===== config.mk =====
export PLATFORM = sky130hd
export DESIGN_NAME = hpa_host_port
export DESIGN_NICKNAME = d
export VERILOG_FILES = /design/src/hpa_pkg.sv /design/src/hpa_sync.sv /design/src/hpa_host_port.sv
export SDC_FILE = /design/constraint.sdc
export NUM_CORES = 1
export LEC_CHECK = 0
export BUFFER_PORTS_ARGS = -buffer_cell sky130_fd_sc_hd__buf_2
export CORE_MARGIN = 4
export CORE_UTILIZATION = 35
export CTS_CLUSTER_SIZE = 25
export DETAILED_ROUTE_END_ITERATION = 7
export PLACE_DENSITY_LB_ADDON = 0.08
export SETUP_SLACK_MARGIN = 0.3
export SLEW_MARGIN = 20
export SYNTH_ARGS = -nofsm -noshare
export SYNTH_HDL_FRONTEND = slang
export SYNTH_SLANG_ARGS = --single-unit
export TNS_END_PERCENT = 5

===== constraint.sdc =====
create_clock -name clk_sys -period 3.8 [get_ports clk_sys]
set_clock_uncertainty 0.1 [all_clocks]
set_input_delay 1.14 -clock clk_sys [delete_from_list [all_inputs] [get_ports clk_sys]]
set_output_delay 1.14 -clock clk_sys [all_outputs]
set_load 0.01 [all_outputs]

===== src/hpa_pkg.sv =====
package hpa_pkg;

  // ------------------------------------------------------------
  // widths
  // ------------------------------------------------------------
  localparam int ADDR_W = 15;
  localparam int DATA_W = 8;
  localparam int PTR_W = 16;
  localparam int SYNC_W = 27;

  // ------------------------------------------------------------
  // indirect port locations and mode control layout
  // ------------------------------------------------------------
  localparam logic [1:0] LOC_MODE = 2'h0;
  localparam logic [1:0] LOC_PTR_HI = 2'h1;
  localparam logic [1:0] LOC_PTR_LO = 2'h2;
  localparam logic [1:0] LOC_DATA = 2'h3;
  localparam logic [14:0] DIRECT_MODE_ADDR = 15'h0000;
  localparam logic [7:0] MODE_RESET = 8'h00;
  localparam int MODE_IND_BIT = 0;
  localparam int MODE_AI_BIT = 1;
  localparam logic [15:0] PTR_RESET = 16'h0000;
  localparam logic [15:0] PTR_STEP = 16'h0001;

  // ------------------------------------------------------------
  // serial frame
  // ------------------------------------------------------------
  localparam logic [7:0] OP_WRITE = 8'hF0;
  localparam logic [7:0] OP_READ = 8'h0F;
  localparam logic [5:0] FRAME_LAST = 6'h1F;
  localparam logic [5:0] HDR_LAST = 6'h17;
  localparam logic [5:0] DATA_FIRST = 6'h18;
  localparam logic [5:0] FRAME_BITS = 6'h20;

  // ------------------------------------------------------------
  // synchronised pin vector layout
  // ------------------------------------------------------------
  localparam int PIN_SCLK = 14;
  localparam int PIN_SS = 13;
  localparam int PIN_MOSI = 12;
  localparam int S_DATA = 15;
  localparam int S_CS = 23;
  localparam int S_RD = 24;
  localparam int S_WR = 25;
  localparam int S_SPIEN = 26;

  typedef enum logic [1:0] {
    HPA_DIRECT = 2'b00,
    HPA_INDIRECT = 2'b01,
    HPA_SERIAL = 2'b10
  } hpa_port_t;

endpackage


===== src/hpa_sync.sv =====
`timescale 1ns/1ns
// three-stage pin synchroniser; output moves once stages two and three agree
module hpa_sync #(
  parameter int W = 1,
  parameter logic [W-1:0] INIT = '0
) (
  input wire logic clk_sys,
  input wire logic rst,
  input wire logic ce,
  input wire logic [W-1:0] d,
  output logic [W-1:0] q
);
  logic [W-1:0] s1_ff, s2_ff, s3_ff, q_ff;
  logic [W-1:0] nxt_q;

  // ------------------------------------------------------------
  // agreement filter, per bit
  // ------------------------------------------------------------
  always_comb begin
    for (int i = 0; i < W; i++) begin
      nxt_q[i] = (s2_ff[i] == s3_ff[i]) ? s3_ff[i] : q_ff[i];
    end
  end

  // stage one feeds only stage two
  always_ff @(posedge clk_sys) begin
    if (rst) begin
      s1_ff <= INIT;
      s2_ff <= INIT;
      s3_ff <= INIT;
      q_ff <= INIT;
    end else if (ce) begin
      s1_ff <= d;
      s2_ff <= s1_ff;
      s3_ff <= s2_ff;
      q_ff <= nxt_q;
    end
  end

  assign q = q_ff;
endmodule


===== src/hpa_host_port.sv =====
`timescale 1ns/1ns
module hpa_host_port (
  input wire logic clk_sys,
  input wire logic rst,
  input wire logic ce,
  input wire logic [hpa_pkg::ADDR_W-1:0] addr_pin,
  input wire logic [hpa_pkg::DATA_W-1:0] data_in,
  output logic [hpa_pkg::DATA_W-1:0] data_out,
  output logic data_oe,
  input wire logic cs_n,
  input wire logic rd_n,
  input wire logic wr_n,
  output logic int_n,
  input wire logic spi_en,
  output logic miso_out,
  output logic miso_oe,
  input wire logic int_req,
  output logic [hpa_pkg::ADDR_W-1:0] mem_addr,
  output logic [hpa_pkg::DATA_W-1:0] mem_wdata,
  output logic mem_we,
  output logic mem_re,
  input wire logic [hpa_pkg::DATA_W-1:0] mem_rdata
);
  import hpa_pkg::*;

  // ------------------------------------------------------------
  // pin synchronisation
  // ------------------------------------------------------------
  localparam logic [SYNC_W-1:0] SYNC_INIT = {1'b0, 3'h7, 8'h00, 15'h0000};
  logic [SYNC_W-1:0] pins;
  logic [SYNC_W-1:0] prev_ff, nxt_prev;

  // strobes idle high, serial enable low, so reset fakes no edge or mode
  hpa_sync #(.W(SYNC_W), .INIT(SYNC_INIT)) u_sync (
    .clk_sys(clk_sys),
    .rst(rst),
    .ce(ce),
    .d({spi_en, wr_n, rd_n, cs_n, data_in, addr_pin}),
    .q(pins)
  );

  // ------------------------------------------------------------
  // state
  // ------------------------------------------------------------
  logic [7:0] mode_ff, nxt_mode;
  logic [15:0] ptr_ff, nxt_ptr;
  logic [7:0] dout_ff, nxt_dout;
  logic doe_ff, nxt_doe;
  logic int_n_ff, nxt_int_n;
  logic miso_ff, nxt_miso;
  logic miso_oe_ff, nxt_miso_oe;
  logic [14:0] maddr_ff, nxt_maddr;
  logic [7:0] mwdata_ff, nxt_mwdata;
  logic mwe_ff, nxt_mwe;
  logic mre_ff, nxt_mre;
  logic rd_pend_ff, nxt_rd_pend;
  logic spi_pend_ff, nxt_spi_pend;
  logic [31:0] sh_ff, nxt_sh;
  logic [5:0] cnt_ff, nxt_cnt;
  logic [7:0] mso_ff, nxt_mso;
  logic spi_rd_ff, nxt_spi_rd;

  // ------------------------------------------------------------
  // decode helpers
  // ------------------------------------------------------------
  function automatic logic is_edge_fall(input logic prev, input logic cur);
    return prev & ~cur;
  endfunction

  function automatic logic is_edge_rise(input logic prev, input logic cur);
    return ~prev & cur;
  endfunction

  hpa_port_t port;
  logic [1:0] loc;
  logic rd_start, rd_end, wr_end, sclk_rise, sclk_fall, ss_n;
  logic [31:0] shifted;

  // ------------------------------------------------------------
  // port selection and strobe edges
  // ------------------------------------------------------------
  always_comb begin
    if (pins[S_SPIEN]) begin
      port = HPA_SERIAL;
    end else if (mode_ff[MODE_IND_BIT]) begin
      port = HPA_INDIRECT;
    end else begin
      port = HPA_DIRECT;
    end
  end

  assign loc = pins[1:0];
  assign rd_start = is_edge_fall(prev_ff[S_RD], pins[S_RD]) & ~pins[S_CS];
  assign rd_end = is_edge_rise(prev_ff[S_RD], pins[S_RD]);
  // write taken at the trailing edge, while chip select was still low
  assign wr_end = is_edge_rise(prev_ff[S_WR], pins[S_WR]) & ~prev_ff[S_CS];
  assign sclk_rise = is_edge_rise(prev_ff[PIN_SCLK], pins[PIN_SCLK]);
  assign sclk_fall = is_edge_fall(prev_ff[PIN_SCLK], pins[PIN_SCLK]);
  assign ss_n = pins[PIN_SS];
  // msb first into the low end
  assign shifted = {sh_ff[30:0], pins[PIN_MOSI]};

  // ------------------------------------------------------------
  // next-state logic for the whole port
  // ------------------------------------------------------------
  always_comb begin
    nxt_prev = pins;
    nxt_mode = mode_ff;
    nxt_ptr = ptr_ff;
    nxt_dout = dout_ff;
    nxt_doe = doe_ff;
    nxt_int_n = ~int_req;
    nxt_miso = miso_ff;
    nxt_miso_oe = miso_oe_ff;
    nxt_maddr = maddr_ff;
    nxt_mwdata = mwdata_ff;
    nxt_mwe = 1'b0;
    nxt_mre = 1'b0;
    nxt_rd_pend = 1'b0;
    nxt_spi_pend = 1'b0;
    nxt_sh = sh_ff;
    nxt_cnt = cnt_ff;
    nxt_mso = mso_ff;
    nxt_spi_rd = spi_rd_ff;

    // memory answer lands one cycle after the read pulse
    if (rd_pend_ff) begin
      nxt_dout = mem_rdata;
    end
    if (spi_pend_ff) begin
      nxt_mso = mem_rdata;
    end

    if (port != HPA_SERIAL) begin
      // parallel bus; serial side held idle
      nxt_cnt = 6'd0;
      nxt_spi_rd = 1'b0;
      nxt_miso_oe = 1'b0;
      if (pins[S_CS]) begin
        nxt_doe = 1'b0;
      end
      if (rd_start) begin
        nxt_doe = 1'b1;
        if (port == HPA_DIRECT) begin
          if (pins[14:0] == DIRECT_MODE_ADDR) begin
            nxt_dout = mode_ff;
          end else begin
            nxt_maddr = pins[14:0];
            nxt_mre = 1'b1;
            nxt_rd_pend = 1'b1;
          end
        end else begin
          case (loc)
            LOC_MODE: nxt_dout = mode_ff;
            LOC_PTR_HI: nxt_dout = ptr_ff[15:8];
            LOC_PTR_LO: nxt_dout = ptr_ff[7:0];
            LOC_DATA: begin
              nxt_maddr = ptr_ff[14:0];
              nxt_mre = 1'b1;
              nxt_rd_pend = 1'b1;
            end
            default: nxt_dout = 8'h00;
          endcase
        end
      end
      if (rd_end) begin
        nxt_doe = 1'b0;
        if (port == HPA_INDIRECT && loc == LOC_DATA && mode_ff[MODE_AI_BIT]) begin
          nxt_ptr = ptr_ff + PTR_STEP;
        end
      end
      if (wr_end) begin
        if (port == HPA_DIRECT) begin
          if (pins[14:0] == DIRECT_MODE_ADDR) begin
            nxt_mode = pins[S_DATA +: 8];
          end else begin
            nxt_maddr = pins[14:0];
            nxt_mwdata = pins[S_DATA +: 8];
            nxt_mwe = 1'b1;
          end
        end else begin
          case (loc)
            LOC_MODE: nxt_mode = pins[S_DATA +: 8];
            LOC_PTR_HI: nxt_ptr = {pins[S_DATA +: 8], ptr_ff[7:0]};
            LOC_PTR_LO: nxt_ptr = {ptr_ff[15:8], pins[S_DATA +: 8]};
            LOC_DATA: begin
              // window goes to the loaded pointer
              nxt_maddr = ptr_ff[14:0];
              nxt_mwdata = pins[S_DATA +: 8];
              nxt_mwe = 1'b1;
              if (mode_ff[MODE_AI_BIT]) begin
                nxt_ptr = ptr_ff + PTR_STEP;
              end
            end
            default: nxt_mode = mode_ff;
          endcase
        end
      end
    end else begin
      nxt_doe = 1'b0;
      if (ss_n) begin
        nxt_cnt = 6'd0;
        nxt_spi_rd = 1'b0;
        nxt_miso_oe = 1'b0;
      end else begin
        if (sclk_rise && cnt_ff != FRAME_BITS) begin
          nxt_sh = shifted;
          nxt_cnt = cnt_ff + 6'd1;
          // read fetched once header is in
          if (cnt_ff == HDR_LAST && shifted[23:16] == OP_READ) begin
            nxt_maddr = shifted[14:0];
            nxt_mre = 1'b1;
            nxt_spi_pend = 1'b1;
            nxt_spi_rd = 1'b1;
            nxt_miso_oe = 1'b1;
          end
          // write commits on the 32nd bit
          if (cnt_ff == FRAME_LAST && shifted[31:24] == OP_WRITE) begin
            nxt_maddr = shifted[22:8];
            nxt_mwdata = shifted[7:0];
            nxt_mwe = 1'b1;
          end
        end
        if (sclk_fall && spi_rd_ff && cnt_ff >= DATA_FIRST && cnt_ff != FRAME_BITS) begin
          nxt_miso = mso_ff[7];
          nxt_mso = {mso_ff[6:0], 1'b0};
        end
      end
    end
  end

  // ------------------------------------------------------------
  // registers
  // ------------------------------------------------------------
  always_ff @(posedge clk_sys) begin
    if (rst) begin
      prev_ff <= SYNC_INIT;
      mode_ff <= MODE_RESET;
      ptr_ff <= PTR_RESET;
      dout_ff <= 8'h00;
      doe_ff <= 1'b0;
      int_n_ff <= 1'b1;
      miso_ff <= 1'b0;
      miso_oe_ff <= 1'b0;
      maddr_ff <= 15'h0000;
      mwdata_ff <= 8'h00;
      mwe_ff <= 1'b0;
      mre_ff <= 1'b0;
      rd_pend_ff <= 1'b0;
      spi_pend_ff <= 1'b0;
      sh_ff <= 32'h00000000;
      cnt_ff <= 6'd0;
      mso_ff <= 8'h00;
      spi_rd_ff <= 1'b0;
    end else if (ce) begin
      prev_ff <= nxt_prev;
      mode_ff <= nxt_mode;
      ptr_ff <= nxt_ptr;
      dout_ff <= nxt_dout;
      doe_ff <= nxt_doe;
      int_n_ff <= nxt_int_n;
      miso_ff <= nxt_miso;
      miso_oe_ff <= nxt_miso_oe;
      maddr_ff <= nxt_maddr;
      mwdata_ff <= nxt_mwdata;
      mwe_ff <= nxt_mwe;
      mre_ff <= nxt_mre;
      rd_pend_ff <= nxt_rd_pend;
      spi_pend_ff <= nxt_spi_pend;
      sh_ff <= nxt_sh;
      cnt_ff <= nxt_cnt;
      mso_ff <= nxt_mso;
      spi_rd_ff <= nxt_spi_rd;
    end
  end

  // outputs straight from flops
  assign data_out = dout_ff;
  assign data_oe = doe_ff;
  assign int_n = int_n_ff;
  assign miso_out = miso_ff;
  assign miso_oe = miso_oe_ff;
  assign mem_addr = maddr_ff;
  assign mem_wdata = mwdata_ff;
  assign mem_we = mwe_ff;
  assign mem_re = mre_ff;
endmodule


Yosys cells after proc, flatten, opt, wreduce, memory -nomap -nowiden

Index checks and enable logic that the tools add are counted.

Register bits: 242
Bits of input ports: 39
Output and inout port bits: 37
Logic and storage cells: 235

$add $sub $neg: 2
$lt $le $gt $ge: 1
Equal/unequal tests: 45
Mux-type cells: 68
Bitwise gates (word level): 17
Reductions and logical operators: 54

Operators by type and width:

| cell                  | number |
|---|---|
| $mux 15               | 13 |
| $mux 8                | 20 |
| $mux 16               | 5 |
| $reduce_and 2->1      | 29 |
| $pmux 16 s3           | 1 |
| $eq 1x1->1            | 27 |
| $mux 1                | 24 |
| $pmux 8 s3            | 1 |
| $mux 6                | 3 |
| $add 16x1->16 const B | 1 |
| $logic_not 15->1      | 1 |
| $eq 6x5->1 const B    | 2 |
| $reduce_and 4->1      | 3 |
| $not 1->1             | 10 |
| $ne 3x3->1 const B    | 3 |
| $reduce_and 3->1      | 3 |
| $reduce_bool 3->1     | 3 |
| $eq 8x4->1 const B    | 1 |
| $eq 8x8->1 const B    | 1 |
| $logic_and 1x1->1     | 8 |
| $and 1x1->1           | 7 |
| $reduce_and 7->1      | 1 |
| $add 6x1->6 const B   | 1 |
| $ge 6x5->1 const B    | 1 |
| 11 further kinds      | 18 |

Logic depth before layout (Yosys ltp)

Depth after elaboration: 11
Gate-level depth with buffers: 10
Depth with buffers taken out: 8

By module

A second synthesis with hierarchy kept.

Cell total of the unflattened synthesis: 1229
Area, all modules: 10334.9 um^2

Modules (own cells, without submodules):

| module        | instances | cells an instance | area each (um^2) | sequential area each (um^2) |
|---|---|---|---|---|
| hpa_host_port | 1         | 822               | 6266.0           | 2242.2 |
| hpa_sync      | 1         | 407               | 4068.9           | 2162.1 |

Least setup slack after synthesis

No wires, ideal clock.

Kind: input to register
Start point: input port ce
End point: register ptr_ff[6]
Library setup time: 71 ps
Arrival: 2473 ps
Data required time: 3629 ps
Path slack: 1156 ps
Cell stages on the path: 6
Path buffers: 1
Path through: buf_2 clkinv_1 nor2_1 o21ai_0 or4_1 a21oi_1

Word-level cells in the longest chain between the ends: 1

Ends and longest elaborated chain:

| element                    | RTL line             | text |
|---|---|---|
| from (decl)                | hpa_host_port.sv:5   | `input wire logic ce,` |
| $reduce_and 3->1 (no line) | -                    |  |
| to (signal assigned)       | hpa_host_port.sv:258 | `ptr_ff <= nxt_ptr;` |
| to (decl)                  | hpa_host_port.sv:46  | `logic [15:0] ptr_ff, nxt_ptr;` |

No other way between the ends.
A chain may end at the register's enable or synchronous reset.

Final worst setup path

Start point: register u_sync.q_ff[0], in the netlist u_sync.q[0]
End point: register maddr_ff[3], in the netlist mem_addr[3]

Word-level cells in the longest chain between the ends: 8

Ends and longest elaborated chain:

| element                                               | RTL line                                   | text |
|---|---|---|
| from (decl)                                           | hpa_sync.sv:13                             | `logic [W-1:0] s1_ff, s2_ff, s3_ff, q_ff;` |
| from (signal assigned)                                | hpa_sync.sv:36                             | `q_ff <= nxt_q;` |
| $logic_not 15->1 / $eq 2x2->1 (equally long branches) | -                                          |  |
| $mux 15 (on tied branches)                            | hpa_host_port.sv:145, hpa_host_port.sv:153 |  |
| $mux 15                                               | hpa_host_port.sv:144                       | `if (port == HPA_DIRECT) begin` |
| $mux 15                                               | hpa_host_port.sv:142                       | `if (rd_start) begin` |
| $mux 15 (on tied branches)                            | hpa_host_port.sv:182, hpa_host_port.sv:174 |  |
| $mux 15                                               | hpa_host_port.sv:173                       | `if (port == HPA_DIRECT) begin` |
| $mux 15 (*)                                           | hpa_host_port.sv:172                       | `if (wr_end) begin` |
| $mux 15 (*)                                           | hpa_host_port.sv:134                       | `if (port != HPA_SERIAL) begin` |
| to (signal assigned)                                  | hpa_host_port.sv:264                       | `maddr_ff <= nxt_maddr;` |
| to (decl)                                             | hpa_host_port.sv:52                        | `logic [14:0] maddr_ff, nxt_maddr;` |

Mark *: on every way between the ends. The rest lies on a longest branch, timed or not.

==> metrics.md <==
| Metric | Value |
|---|---|
| Slew HR | `38.1%` |
| Kind of critical path | `reg2reg` |
| Pleak | `4.45 nW` |
| FF+latch count, synth | `220` |
| Fin. max-slew vios | `0` |
| Grt total ovfl | `0` |
| Synth Area in Simple Gates | `17.8%` |
| Syn_area_per_cell | `8.47 µm²` |
| Global-route usage over all layers | `19.0%` |
| Post-synth ARST share | `0%` |
| Dpl hpwl | `20700 µm` |
| H-Tree Depth | `1` |
| Slowest CP cell | `dfxtp_1` |
| DIE AREA | `32100 µm²` |
| Pin count of the biggest net entering global routing | `131` |
| Clk slew on worst S/H paths | `0.06 ns` |
| Most frequent cells in the layout | `dfxtp_1 (220), nor2_1 (149), nand2_1 (147), a21oi_1 (116), mux2i_1 (112)` |
| TritonCTS Buffers | `26` |
| Syn_nets | `1254` |
| Mux contribution to synthesized area | `11.6%` |
| MaxCap Viol Count | `0` |
| Clk root buf | `clkbuf_16` |
| Global placement routability congestion | `0.921` |
| Status | `finished, final reports clean` |
| Share of the synthesized area in the top cell type | `42.9%` |
| CTS resizes | `0` |
| Vias in the first global route | `8398` |
| Max frequency | `376 MHz` |
| Post-route DRC | `0` |
| Share of cells above drive strength 1 | `12.4%` |
| Post-synth EDFFs | `0` |
| Buffers on Ports | `75` |
| Hold depth | `2` |
| Slack of the worst reg-to-reg path | `1.14 ns` |
| Synth area leader | `dfxtp_1` |
| Worst Reg-to-Reg Cells | `6` |
| Worst VDD drop | `0.305 mV` |
| RSZ-0062 raised after global routing | `no` |
| Synth-to-layout area growth | `13.4%` |
| Post-Route WL | `30800 µm` |
| P_sw | `1.11 mW` |
| Flop pwr share | `48.8%` |
| Pint | `3.74 mW` |
| Final hold viol count | `0` |
| Site Rows | `62` |
| # IOs | `76` |
| Design Power | `4.86 mW` |
| # diodes | `0` |
| CP endpoint kind | `flip-flop` |
| Crit path max fanout | `14` |
| Clk buf depth | `3` |
| First-pass GRT wire length | `48900 µm` |
| CP max stage delay | `0.65 ns` |
| Hold EP | `sh_ff[30]` |
| Clock sink count | `220` |
| Post-route ant nets | `0` |
| Min cycle time layout | `2.66 ns` |
| Largest family of logic cells by synthesized area | `compound AO/OA/AOI/OAI gates` |
| Worst-Skew Late Latency | `0.54 ns` |
| Worst-margin pin slew | `0.929 ns` |
| Post-Synth Adder-Cell Area | `0.366%` |
| Syn Std Cell Area | `10300 µm²` |
| CTS tree | `done` |
| Critical Path Source Type | `flip-flop` |
| Most common cell after layout, fill and taps aside | `dfxtp_1` |
| Seq/Total Area, Yosys | `42.9%` |
| Logic pwr share | `4.4%` |
| Die Ht | `179 µm` |
| Hold Buf Count CTS | `0` |
| Top_reg_cell synth | `dfxtp_1` |
| Synth Area in XOR/XNOR | `1.19%` |
| Clock power frac | `46.7%` |
| Post-synthesis compound-gate area fraction | `21.3%` |
| Initial antenna violation count | `0` |
| Initial Util | `35.7%` |
| Final setup TNS | `0 ns` |
| Worst Hold Class | `reg2reg` |
| DR iter-0 viols | `600` |
| Drt pass-1 iters | `5` |
| Hold Crit Start | `sh_ff[30]` |
| Worst path cell trace | `nor4_1 > and4_1 > or3_1 > nand3_4 > a21oi_1 > a311oi_1` |
| Wire per inst | `18.8 µm` |
| Synth Instances | `1212` |
| CP Data Arrival Time | `2.99 ns` |
| Synth area leaders | `dfxtp_1 (43%), mux2i_1 (11%), a21oi_1 (5.7%), nor2_1 (5.4%), nand2_1 (5.4%)` |
| Synth warn | `0` |
| Switching share of power | `22.9%` |
| Crit share post-route | `69.9%` |
| Core footprint | `28800 µm²` |
| RR Endpoint | `mem_addr[3]` |
| Pwr/cell area | `417 nW/µm²` |
| Data required, critical path | `4.13 ns` |
| Post-CTS setup buffer count | `0` |
| Yosys cell types | `75` |
| Via count | `8893` |
| DR vias/cell | `5.42` |
| Reg2reg start | `u_sync.q[0]` |
| Net count, final | `1286` |
| Final setup fails | `0` |
| Chip width | `179 µm` |
==> worst max-delay path by stage <==
stage | start | to | slack (ns)
6_report | u_sync.q[0] | mem_addr[3] | 1.14
5_1_grt | u_sync.q[0] | mem_addr[12] | 0.93
4_1_cts | u_sync.q[0] | mem_addr[13] | 1.15
3_5_place_dp | ce | mem_addr[3] | 0.85
3_3_place_gp | ce | mem_addr[14] | 0.91
2_1_floorplan | ce | ptr_ff[6] | 1.16
==> cells by family after synthesis <==
kind of cell               Yosys count
adders and majority gates            3
xor gates and xnor gates            14
DFF                                220
and+or+nand+nor                    403
buffers and inverters              108
AOI/OAI and AO/OA                  346
muxes                              118
==> critical path: cells and delay by family (launching register included) <==
family | cells | cell delay (ns)
simple gates | 4 | 1.41
flops | 1 | 0.65
compound gates | 2 | 0.38
==> final cells by class <==
class / instances / area [µm²]
tap: 384 / 480
multi-input combinational: 884 / 5370
inverter: 15 / 56.3
clock buffer: 36 / 728
fill: 2962 / 17100
timing repair buffer: 97 / 566
clock inverter: 4 / 31.3
sequential: 220 / 4400
==> per-stage QoR <==
step / util (%) / setup slack (ns) / instances / hold WS [ns] / instance area, µm²
floorplan: - / 1.16 / 1212 / 0.331 / 10300
global placement: 37.8 / 0.910 / 1600 / 0.343 / 10900
detailed placement: 37.8 / 0.846 / 1600 / 0.342 / 10900
CTS: 40.4 / 1.15 / 1640 / 0.357 / 11600
global route: 40.4 / 0.927 / 1640 / 0.377 / 11600
finish: 40.4 / 1.14 / 1640 / 0.352 / 11600
==> per-layer routing <==
metal  wire (µm)  up-vias  track usage (%)
met2       13600      204             29.2
li1            -     4405                -
met3        1380       62             2.83
met5           0        -                0
met1       14900     4222             27.6
met4         974        0             5.71
==> cells in the mapped netlist (7+ instances only) <==
| cell | count |
|---|---|
| a211oi_1 | 24 |
| a21o_1 | 23 |
| a21oi_1 | 116 |
| a22oi_1 | 8 |
| a311oi_1 | 7 |
| a31oi_1 | 7 |
| buf_1 | 7 |
| buf_2 | 22 |
| clkbuf_1 | 54 |
| dfxtp_1 | 220 |
| inv_1 | 13 |
| mux2i_1 | 112 |
| nand2_1 | 147 |
| nand2b_1 | 8 |
| nand3_1 | 21 |
| nand3b_1 | 8 |
| nand4_1 | 10 |
| nor2_1 | 149 |
| nor3_1 | 17 |
| nor4_1 | 9 |
| o21a_1 | 12 |
| o21ai_0 | 79 |
| o221ai_1 | 20 |
| o2bb2ai_1 | 8 |
| xnor2_1 | 7 |
| xor2_1 | 7 |
==> power groups by stage <==
stage          registers (mW)  logic, mW  clock network (mW)
2_1_floorplan            2.41      0.158                   0
5_1_grt                  2.38      0.241                2.44
3_3_place_gp             2.42      0.216                   0
6_report                 2.37      0.216                2.27
3_5_place_dp             2.42      0.218                   0
4_1_cts                  2.37      0.219                2.35
==> flip-flops by register name, summed over array words and instances (netlist names), 15 cells and up <==
name,count
u_sync.s2_ff,27
ptr_ff,16
sh_ff,31
u_sync.s1_ff,27
u_sync.s3_ff,27
u_sync.q,27
mem_addr,15
(Power assumes the default switching activity.)
